==> config.mk <==
export PLATFORM = sky130hd
export DESIGN_NAME = facc_capture
export DESIGN_NICKNAME = d
export VERILOG_FILES = /design/src/logic/facc_pkg.sv /design/src/logic/facc_rate_gen.sv /design/src/logic/facc_capture.sv
export SDC_FILE = /design/constraint.sdc
export NUM_CORES = 1
export LEC_CHECK = 0
export ABC_CLOCK_PERIOD_IN_PS = 2200
export BUFFER_PORTS_ARGS = -buffer_cell sky130_fd_sc_hd__buf_2
export CAP_MARGIN = 20
export CORE_UTILIZATION = 53
export DETAILED_ROUTE_END_ITERATION = 16
export GPL_ROUTABILITY_DRIVEN = 0
export PLACE_DENSITY_LB_ADDON = 0.05
export SKIP_LAST_GASP = 1
export SLEW_MARGIN = 20
export SYNTH_ARGS = -nofsm -noshare
export SYNTH_HDL_FRONTEND = slang
export SYNTH_HIERARCHICAL = 1
export SYNTH_SLANG_ARGS = --single-unit
==> constraint.sdc <==
create_clock -name mclk_in -period 2.2 [get_ports mclk_in]
set_clock_uncertainty 0.1 [all_clocks]
set_input_delay 0.11 -clock mclk_in [delete_from_list [all_inputs] [get_ports mclk_in]]
set_output_delay 0.11 -clock mclk_in [all_outputs]
set_load 0.02 [all_outputs]
==> src/logic/facc_pkg.sv <==
// package for the fast capture control block: control word layout, rates, carriers
// Notes on behaviour
// - bit 9 low: read strobes load/step counters
// - bit 10 low: host may read samples
// - bit 11 low: host may read trigger address
// - bit 12 low: host may write rate latch
// - bit 13 low: sweep strobe released
// - bit 14 low: video level load allowed
// - bit 4 high: bit 15 picks pit/peak
// - all clocks come from 24 MHz reference
// - rate spans 1 to 256 samples per bucket
// - peak/pit slow rate: first bucket sample stored
// - trigger latches address, starts post counter
// - write on until post terminal count
// - one trigger per arm low-to-high cycle
// - sweep strobe triggers, video mode uses video clock
// - bit 0 set: clocks run, memory not readable
// - word moves as high byte then low byte
// - bit 4 low selects sample detection
package facc_pkg;
  localparam int unsigned WRITE_BIT     = 0;
  localparam int unsigned ARM_BIT       = 1;
  localparam int unsigned VPOL_BIT      = 3;
  localparam int unsigned SAMPDIS_BIT   = 4;
  localparam int unsigned LDADDR_N_BIT  = 6;
  localparam int unsigned LDPOST_N_BIT  = 7;
  localparam int unsigned VTRIG_N_BIT   = 8;
  localparam int unsigned RDCLK_N_BIT   = 9;
  localparam int unsigned RDMEM_N_BIT   = 10;
  localparam int unsigned RDTRIG_N_BIT  = 11;
  localparam int unsigned RATE_N_BIT    = 12;
  localparam int unsigned RELEASE_N_BIT = 13;
  localparam int unsigned VLEVEL_N_BIT  = 14;
  localparam int unsigned PIT_BIT       = 15;
  localparam logic [15:0] CTRL_RESET    = 16'hfffe;  // all enables off, not writing
  localparam logic [14:0] ADDR_RESET    = 15'h0000;
  localparam logic [15:0] POST_TERMINAL = 16'hffff;
  localparam logic [15:0] POST_RESET    = 16'hffff;  // terminal: stopped after reset
  localparam logic [7:0]  RATE_RESET    = 8'h00;     // 1 sample per bucket
  localparam logic [7:0]  VLEVEL_RESET  = 8'h00;
  localparam int unsigned REF_MHZ       = 24;
  localparam int unsigned MAX_RATE_MHZ  = 12;
  localparam int unsigned CLK_MHZ       = 100;
  // reference enable: phase accumulator step per system cycle, out of CLK_MHZ
  localparam logic [7:0]  REF_STEP      = 8'(REF_MHZ);
  localparam logic [7:0]  REF_WRAP      = 8'(CLK_MHZ);
  localparam int unsigned REF_PER_SAMP  = REF_MHZ / MAX_RATE_MHZ;

  typedef enum logic [1:0] {
    FACC_DET_SAMPLE = 2'b00,
    FACC_DET_PEAK   = 2'b01,
    FACC_DET_PIT    = 2'b10
  } facc_det_t;

  typedef struct packed {
    logic      writing;
    logic      armed;
    logic      vid_neg;
    logic      vid_en;
    logic      rdclk_en;
    logic      rdmem_en;
    logic      rdtrig_en;
    logic      rate_wr_en;
    logic      release_en;
    logic      vlevel_en;
    logic      ld_addr;
    logic      ld_post;
    facc_det_t det;
  } facc_ctrl_t;

  typedef struct packed {
    logic       we;      // one-cycle sample memory write
    logic       first;   // first sample of bucket
    logic [14:0] addr;
    logic [7:0] data;
  } facc_mem_t;
endpackage

==> src/logic/facc_rate_gen.sv <==
// sample rate generator: 24 MHz enable from system clock, then bucket divider
module facc_rate_gen (
  input  wire logic       mclk_in,      // 100 MHz system clock
  input  wire logic       rst_n_in,     // sync reset, active low
  input  wire logic       run_in,       // sample clock runs only in write mode; reference enable free-runs
  input  wire logic [7:0] rate_in,      // samples per bucket minus one
  output logic            ref_en_out,   // 24 MHz enable pulse
  output logic            samp_en_out,  // 12 MHz sample enable
  output logic            first_out     // sample is first of its bucket
);
  logic [7:0] acc;
  logic       ph;
  logic [7:0] cnt;
  wire  [8:0] acc_sum   = {1'b0, acc} + {1'b0, facc_pkg::REF_STEP};
  wire        ref_tick  = acc_sum >= {1'b0, facc_pkg::REF_WRAP};
  wire        samp_tick = ref_tick && ph && run_in;

  // fractional divider: every clock derives from one 24 MHz tick stream
  always_ff @(posedge mclk_in) begin
    if (!rst_n_in) begin
      acc <= 8'h00;
      ref_en_out <= 1'b0;
    end else begin
      acc <= ref_tick ? 8'(acc_sum - {1'b0, facc_pkg::REF_WRAP}) : acc_sum[7:0];
      ref_en_out <= ref_tick;
    end
  end

  // halve to the 12 MHz sample rate; bucket counter sets 1..256 samples
  always_ff @(posedge mclk_in) begin
    if (!rst_n_in || !run_in) begin
      ph <= 1'b0;
      cnt <= 8'h00;
      samp_en_out <= 1'b0;
      first_out <= 1'b0;
    end else begin
      if (ref_tick)
        ph <= ~ph;
      samp_en_out <= samp_tick;
      if (samp_tick) begin
        first_out <= (cnt == 8'h00);  // count zero marks bucket start
        cnt <= (cnt == rate_in) ? 8'h00 : 8'(cnt + 8'h01);
      end
    end
  end
endmodule

==> src/logic/facc_capture.sv <==
// capture control: byte port, control word, counters, trigger and detector
module facc_capture (
  input  wire logic        mclk_in,          // 100 MHz clock
  input  wire logic        rst_n_in,         // sync reset, active low
  input  wire logic        port_select_line_in, // 0 control word, 1 data port
  input  wire logic        msb_strb_in,      // high byte strobe from host
  input  wire logic        lsb_strb_in,      // low byte strobe from host
  input  wire logic [7:0]  host_data_in,     // host data bus in
  output logic [7:0]       host_data_out,    // host data bus out
  output logic             host_data_oe_n_out, // low while driving the bus
  input  wire logic [7:0]  flash_converter_in, // converter sample
  input  wire logic        sweep_strobe_in,  // sweep strobe pin
  input  wire logic        video_trigger_clock_in, // video trigger pin
  output logic             sweep_strobe_release_out, // release sweep strobe
  output logic             mem_we_out,       // sample memory write strobe
  output logic [14:0]      mem_addr_out,     // sample memory address
  output logic [7:0]       mem_wdata_out,    // sample memory write data
  input  wire logic [7:0]  mem_rdata_in,     // sample memory read data
  output logic [7:0]       rate_out,         // rate latch contents
  output logic [7:0]       video_level_out,  // video trigger level
  output logic             triggered_out     // trigger seen, post count on
);
  // pin synchronisers; first stage read only by the second
  logic [4:0] sync1;
  logic [4:0] sync2;
  logic [4:0] sync3;
  logic [7:0] data_s1;
  logic [7:0] data_s2;
  always_ff @(posedge mclk_in) begin
    if (!rst_n_in) begin
      sync1 <= 5'h00;
      sync2 <= 5'h00;
      sync3 <= 5'h00;
      data_s1 <= 8'h00;
      data_s2 <= 8'h00;
    end else begin
      sync1 <= {msb_strb_in, lsb_strb_in, port_select_line_in, sweep_strobe_in, video_trigger_clock_in};
      sync2 <= sync1;
      sync3 <= sync2;
      data_s1 <= host_data_in;
      data_s2 <= data_s1;
    end
  end
  // host data lags by the same two flops as the strobes, so a byte and its strobe edge line up
  wire [7:0] host_byte = data_s2;
  wire msb_fall = sync3[4] && !sync2[4];  // strobes active low, act on assertion
  wire lsb_fall = sync3[3] && !sync2[3];
  wire sel_hi   = sync2[2];
  wire swp_rise = sync2[1] && !sync3[1];
  wire vid_rise = sync2[0] && !sync3[0];

  // control word and decode
  logic [15:0] ctrl;
  logic [7:0]  hi_byte;
  facc_pkg::facc_ctrl_t c;
  assign c.writing    = ctrl[facc_pkg::WRITE_BIT];
  assign c.armed      = ctrl[facc_pkg::ARM_BIT];
  assign c.vid_neg    = ctrl[facc_pkg::VPOL_BIT];
  assign c.vid_en     = !ctrl[facc_pkg::VTRIG_N_BIT];
  assign c.rdclk_en   = !ctrl[facc_pkg::RDCLK_N_BIT];
  assign c.rdmem_en   = !ctrl[facc_pkg::RDMEM_N_BIT] && !c.writing;
  assign c.rdtrig_en  = !ctrl[facc_pkg::RDTRIG_N_BIT];
  assign c.rate_wr_en = !ctrl[facc_pkg::RATE_N_BIT];
  assign c.release_en = !ctrl[facc_pkg::RELEASE_N_BIT];
  assign c.vlevel_en  = !ctrl[facc_pkg::VLEVEL_N_BIT];
  assign c.ld_addr    = !ctrl[facc_pkg::LDADDR_N_BIT];
  assign c.ld_post    = !ctrl[facc_pkg::LDPOST_N_BIT];
  // bit 4 low picks sample mode, else bit 15 picks pit or peak
  assign c.det = !ctrl[facc_pkg::SAMPDIS_BIT] ? facc_pkg::FACC_DET_SAMPLE :
                 ctrl[facc_pkg::PIT_BIT] ? facc_pkg::FACC_DET_PIT : facc_pkg::FACC_DET_PEAK;

  // high byte held until the low byte completes the word
  wire        wr_ctrl = lsb_fall && !sel_hi;
  wire        wr_data = lsb_fall && sel_hi && !c.writing;
  wire [15:0] word    = {hi_byte, host_byte};
  // read clock pulses only when enabled; low-byte data port reads step the address while the post counter is off terminal
  wire        rd_step = lsb_fall && sel_hi && c.writing == 1'b0 && c.rdclk_en && c.rdmem_en;
  always_ff @(posedge mclk_in) begin
    if (!rst_n_in) begin
      ctrl <= facc_pkg::CTRL_RESET;
      hi_byte <= 8'h00;
    end else begin
      if (msb_fall)
        hi_byte <= host_byte;
      if (wr_ctrl)
        ctrl <= word;
    end
  end

  // rate generator
  logic samp_en;
  logic first;
  facc_rate_gen u_rate (
    .mclk_in     (mclk_in),
    .rst_n_in    (rst_n_in),
    .run_in      (c.writing),
    .rate_in     (rate_out),
    .ref_en_out  (),
    .samp_en_out (samp_en),
    .first_out   (first)
  );

  // trigger: one per arm cycle source by mode
  logic arm_d;
  logic fired;
  logic [14:0] addr;
  logic [15:0] post;
  logic [14:0] trig_addr;
  wire vid_edge = c.vid_neg ? (!sync2[0] && sync3[0]) : vid_rise;
  wire trig_src = c.vid_en ? vid_edge : swp_rise;
  wire trig     = trig_src && c.armed && arm_d && !fired && c.writing;
  wire post_tc  = post == facc_pkg::POST_TERMINAL;
  wire step_w   = samp_en && c.writing && !(triggered_out && post_tc);
  always_ff @(posedge mclk_in) begin
    if (!rst_n_in) begin
      arm_d <= 1'b0;
      fired <= 1'b0;
      triggered_out <= 1'b0;
      trig_addr <= facc_pkg::ADDR_RESET;
    end else begin
      arm_d <= c.armed;
      if (!c.armed)
        fired <= 1'b0;             // disarm re-opens trigger
      else if (trig)
        fired <= 1'b1;
      if (trig) begin
        trig_addr <= addr;
        triggered_out <= 1'b1;
      end else if (!c.writing)
        triggered_out <= 1'b0;
    end
  end

  // address and post-trigger counters
  always_ff @(posedge mclk_in) begin
    if (!rst_n_in) begin
      addr <= facc_pkg::ADDR_RESET;
      post <= facc_pkg::POST_RESET;
    end else begin
      if (wr_data && c.rdclk_en && c.ld_addr)
        addr <= word[14:0];
      else if (step_w || (rd_step && !post_tc))
        addr <= 15'(addr + 15'h0001);  // circular over 32 K
      if (wr_data && c.rdclk_en && c.ld_post)
        post <= word;
      else if (samp_en && triggered_out && !post_tc)
        post <= 16'(post + 16'h0001);  // counts after trigger
    end
  end

  // detector: sample, or running peak/pit with first sample forced in
  logic [7:0] det_val;
  wire [7:0]  smp    = flash_converter_in;
  wire        better = (c.det == facc_pkg::FACC_DET_PIT) ? (smp < det_val) : (smp > det_val);
  wire        take   = first || c.det == facc_pkg::FACC_DET_SAMPLE || better;
  always_ff @(posedge mclk_in) begin
    if (!rst_n_in) begin
      det_val <= 8'h00;
      mem_we_out <= 1'b0;
      mem_addr_out <= facc_pkg::ADDR_RESET;
      mem_wdata_out <= 8'h00;
    end else begin
      if (samp_en && take)
        det_val <= smp;
      mem_we_out <= step_w && take;
      mem_addr_out <= addr;
      mem_wdata_out <= smp;
    end
  end

  // latches loaded from the data port and host read path
  wire rd_cycle = sel_hi && !c.writing && (c.rdmem_en || c.rdtrig_en);
  always_ff @(posedge mclk_in) begin
    if (!rst_n_in) begin
      rate_out <= facc_pkg::RATE_RESET;
      video_level_out <= facc_pkg::VLEVEL_RESET;
      sweep_strobe_release_out <= 1'b0;
      host_data_out <= 8'h00;
      host_data_oe_n_out <= 1'b1;
    end else begin
      if (wr_data && c.rate_wr_en)
        rate_out <= host_byte;
      if (wr_data && c.vlevel_en)
        video_level_out <= host_byte;
      sweep_strobe_release_out <= c.release_en;
      host_data_oe_n_out <= !rd_cycle;
      if (c.rdtrig_en)
        // high byte while the msb strobe is asserted (low)
        host_data_out <= !sync2[4] ? {1'b0, trig_addr[14:8]} : trig_addr[7:0];
      else
        host_data_out <= mem_rdata_in;
    end
  end
endmodule

==> out/summary.md <==
STA
* **final worst slack** 0.0000708 ns
* **final hold vios** 0
* **Final Cycle Share** 100%
* **max-slew violation total from the final report** 0
* **max-slew headroom at the worst pin** 30.3%
* **fmax** 0.455 GHz
* **Final Hold Slack** 0.323 ns
* **post-route minimum period** 2.20 ns
* **unrepaired setup endpoints after global routing** yes
* **Worst Tran Pin Value** 1.04 ns
* **final setup fails** 0

Power
* **switch share** 24.5%
* **Worst IR Drop VDD** 682 uV
* **leakage component of the power** 3.95 nW
* **internal power component** 5.51 mW
* **combinational share of power** 12.2%
* **post-layout total power** 7.30 mW
* **Clock power frac** 41.8%
* **power per cell area** 807 nW/um2
* **net load switching power** 1.79 mW
* **relative contribution of sequential cells to total power** 46.1%

Run
* **reported max-cap violation count** 0

Routing
* **drt first-iter violations** 403
* **total via count after detailed routing** 5,909
* **via density per instance** 5.36
* **total routed wirelength** 17,400 um
* **first-pass iteration count of the detailed router** 4
* **DRC violation count after routing** 0
* **antenna violation net count after detailed routing** 0
* **Routed WL per cell** 15.7 um

Worst hold path
* **path type of the worst min-delay path** in -> reg

Synthesis
* **Post-Synthesis Net Count** 844
* **post-synthesis instance area** 7380 um2
* **syn_area_per_cell** 9.27 um2
* **number of warnings issued by yosys** 6
* **cell count after synthesis** 796

Floorplan
* **Die X** 120 um
* **initial core utilization** 55.1%
* **area enclosed by the die boundary** 14,400 um2
* **number of ports placed on the die boundary** 82
* **standard cell core area** 13,400 um2
* **row cnt** 42
* **Chip Height** 120 um

Clock tree
* **htree depth** 4
* **maximum clock path buffer count** 2
* **clock insertion delay at the later pin of the skew report** 0.42 ns
* **total CTS buffers** 17
* **number of clock sinks** 176
* **clock tree from TritonCTS** built
* **clk root buf** sky130_fd_sc_hd__clkbuf_16
* **clock-pin slew of the registers on the worst-case setup and hold paths** 0.06 ns

Setup path
* **category of the worst setup path capture point** flip-flop
* **startpoint-to-endpoint class of the critical path** reg -> reg
* **worst path required time** 2.45 ns
* **arrival time at the worst endpoint** 2.45 ns
* **CP startpoint kind** flip-flop
* **largest fanout of any net on the critical path** 8

GRT
* **number of antenna violations at the first check in global routing** 0
* **pin count of the biggest net entering global routing** 53
* **Remaining Overflow, GRT** 0
* **number of global-route vias before repair** 5,537
* **first-pass GRT wire length** 27,800 um
* **total routing usage reported by global routing** 24.8%

Layout
* **footprint of the multi-input gates** 3640 um2
* **share of final-layout standard cells stronger than drive strength 1** 18.8%
* **nets** 964
* **Finished Core Util** 67.5%
* **sequential cell area** 3530 um2
* **area overhead of the layout relative to synthesis** 22.5%
* **diodes inserted** 0
* **# fillers** 1,061

Place
* **minimum setup slack after placement** -0.0741 ns
* **Buffers on Ports** 81
* **Post-DP HPWL** 11,700 um

Status
* **run status** finished, final reports clean

[path summary, 6_finish.rpt]
path                                              start                 endpoint  slack, ns  cells past startpoint
worst max-delay path            det_val[1]$_SDFFE_PN0P_  det_val[0]$_SDFFE_PN0P_    0.00007                      9
worst min-delay path                    host_data_in[1]    data_s1[1]$_SDFF_PN0_       0.32                      3
worst max register to register  det_val[1]$_SDFFE_PN0P_  det_val[0]$_SDFFE_PN0P_    0.00007                      9
worst min register to register    data_s1[0]$_SDFF_PN0_    data_s2[0]$_SDFF_PN0_       0.33                      1
[stage by stage]
step	area, um2	TNS (ns)	instances
finish	9040	0	1103
global placement	8050	0	1041
detailed placement	8050	-0.342	1041
global route	9040	-0.425	1103
floorplan	7380	0	796
CTS	8980	0	1102
[power by group through the flow]
stage / Clock (mW) / Combinational (mW) / Sequential [mW]
floorplan: 0 / 0.559 / 3.44
global placement: 0 / 0.790 / 3.43
detailed placement: 0 / 0.812 / 3.43
CTS: 3.10 / 0.869 / 3.36
global route: 3.25 / 0.972 / 3.38
finish: 3.05 / 0.887 / 3.37
[critical path, stage by stage (launching register included)]
cell                       delay (ns)
sky130_fd_sc_hd__dfxtp_2         0.33
sky130_fd_sc_hd__inv_2           0.04
sky130_fd_sc_hd__ha_4            0.25
sky130_fd_sc_hd__nor2b_2         0.13
sky130_fd_sc_hd__o211ai_1        0.09
sky130_fd_sc_hd__a21o_1          0.19
sky130_fd_sc_hd__and3_4          0.19
sky130_fd_sc_hd__o41ai_4         0.38
sky130_fd_sc_hd__buf_6           0.21
sky130_fd_sc_hd__mux2i_2         0.21
[timing repair]
item | 4_1_cts | 5_1_grt
pin swaps | 2 | 4
hold buffers | 30 | 0
endpoints found under the hold margin | 45 | 0
resized for setup | 5 | 10
buffers inserted | 1 | 1
endpoints found under the setup margin | 8 | 12
[flip-flops by register name, indices dropped and copies added (netlist names), 14 cells and up]
name and flops:
trig_addr 15, mem_addr_out 15, post 16, ctrl 14
addr 15
[final cells by class]
class | instances | area share (%)
tap | 176 | 2.43
timing repair buffer | 141 | 10.4
multi-input combinational | 549 | 40.3
clock inverter | 12 | 1.78
sequential | 176 | 39.0
inverter | 31 | 1.29
clock buffer | 18 | 4.86
[metal layers]
layer  vias up  wire [um]  track usage, %
met5         -          0               0
met4         0        199            7.50
li1       2948          -               -
met1      2830       8230            33.9
met2       114       8270            39.4
met3        17        647            4.94
[cells in the final DEF, fill, tap and decap left out, types with 30 or more instances in the layout]
master and n:
sky130_fd_sc_hd__o21ai_0 45, sky130_fd_sc_hd__buf_2 80, sky130_fd_sc_hd__dfxtp_1 174, sky130_fd_sc_hd__and2_1 59
sky130_fd_sc_hd__xor2_1 30, sky130_fd_sc_hd__buf_4 30, sky130_fd_sc_hd__nand2_1 101, sky130_fd_sc_hd__inv_1 30
sky130_fd_sc_hd__nor2_1 34, sky130_fd_sc_hd__dlygate4sd3_1 30, sky130_fd_sc_hd__mux2i_1 39, sky130_fd_sc_hd__a21oi_1 30
No activity file was read; power rests on OpenSTA's default activity.
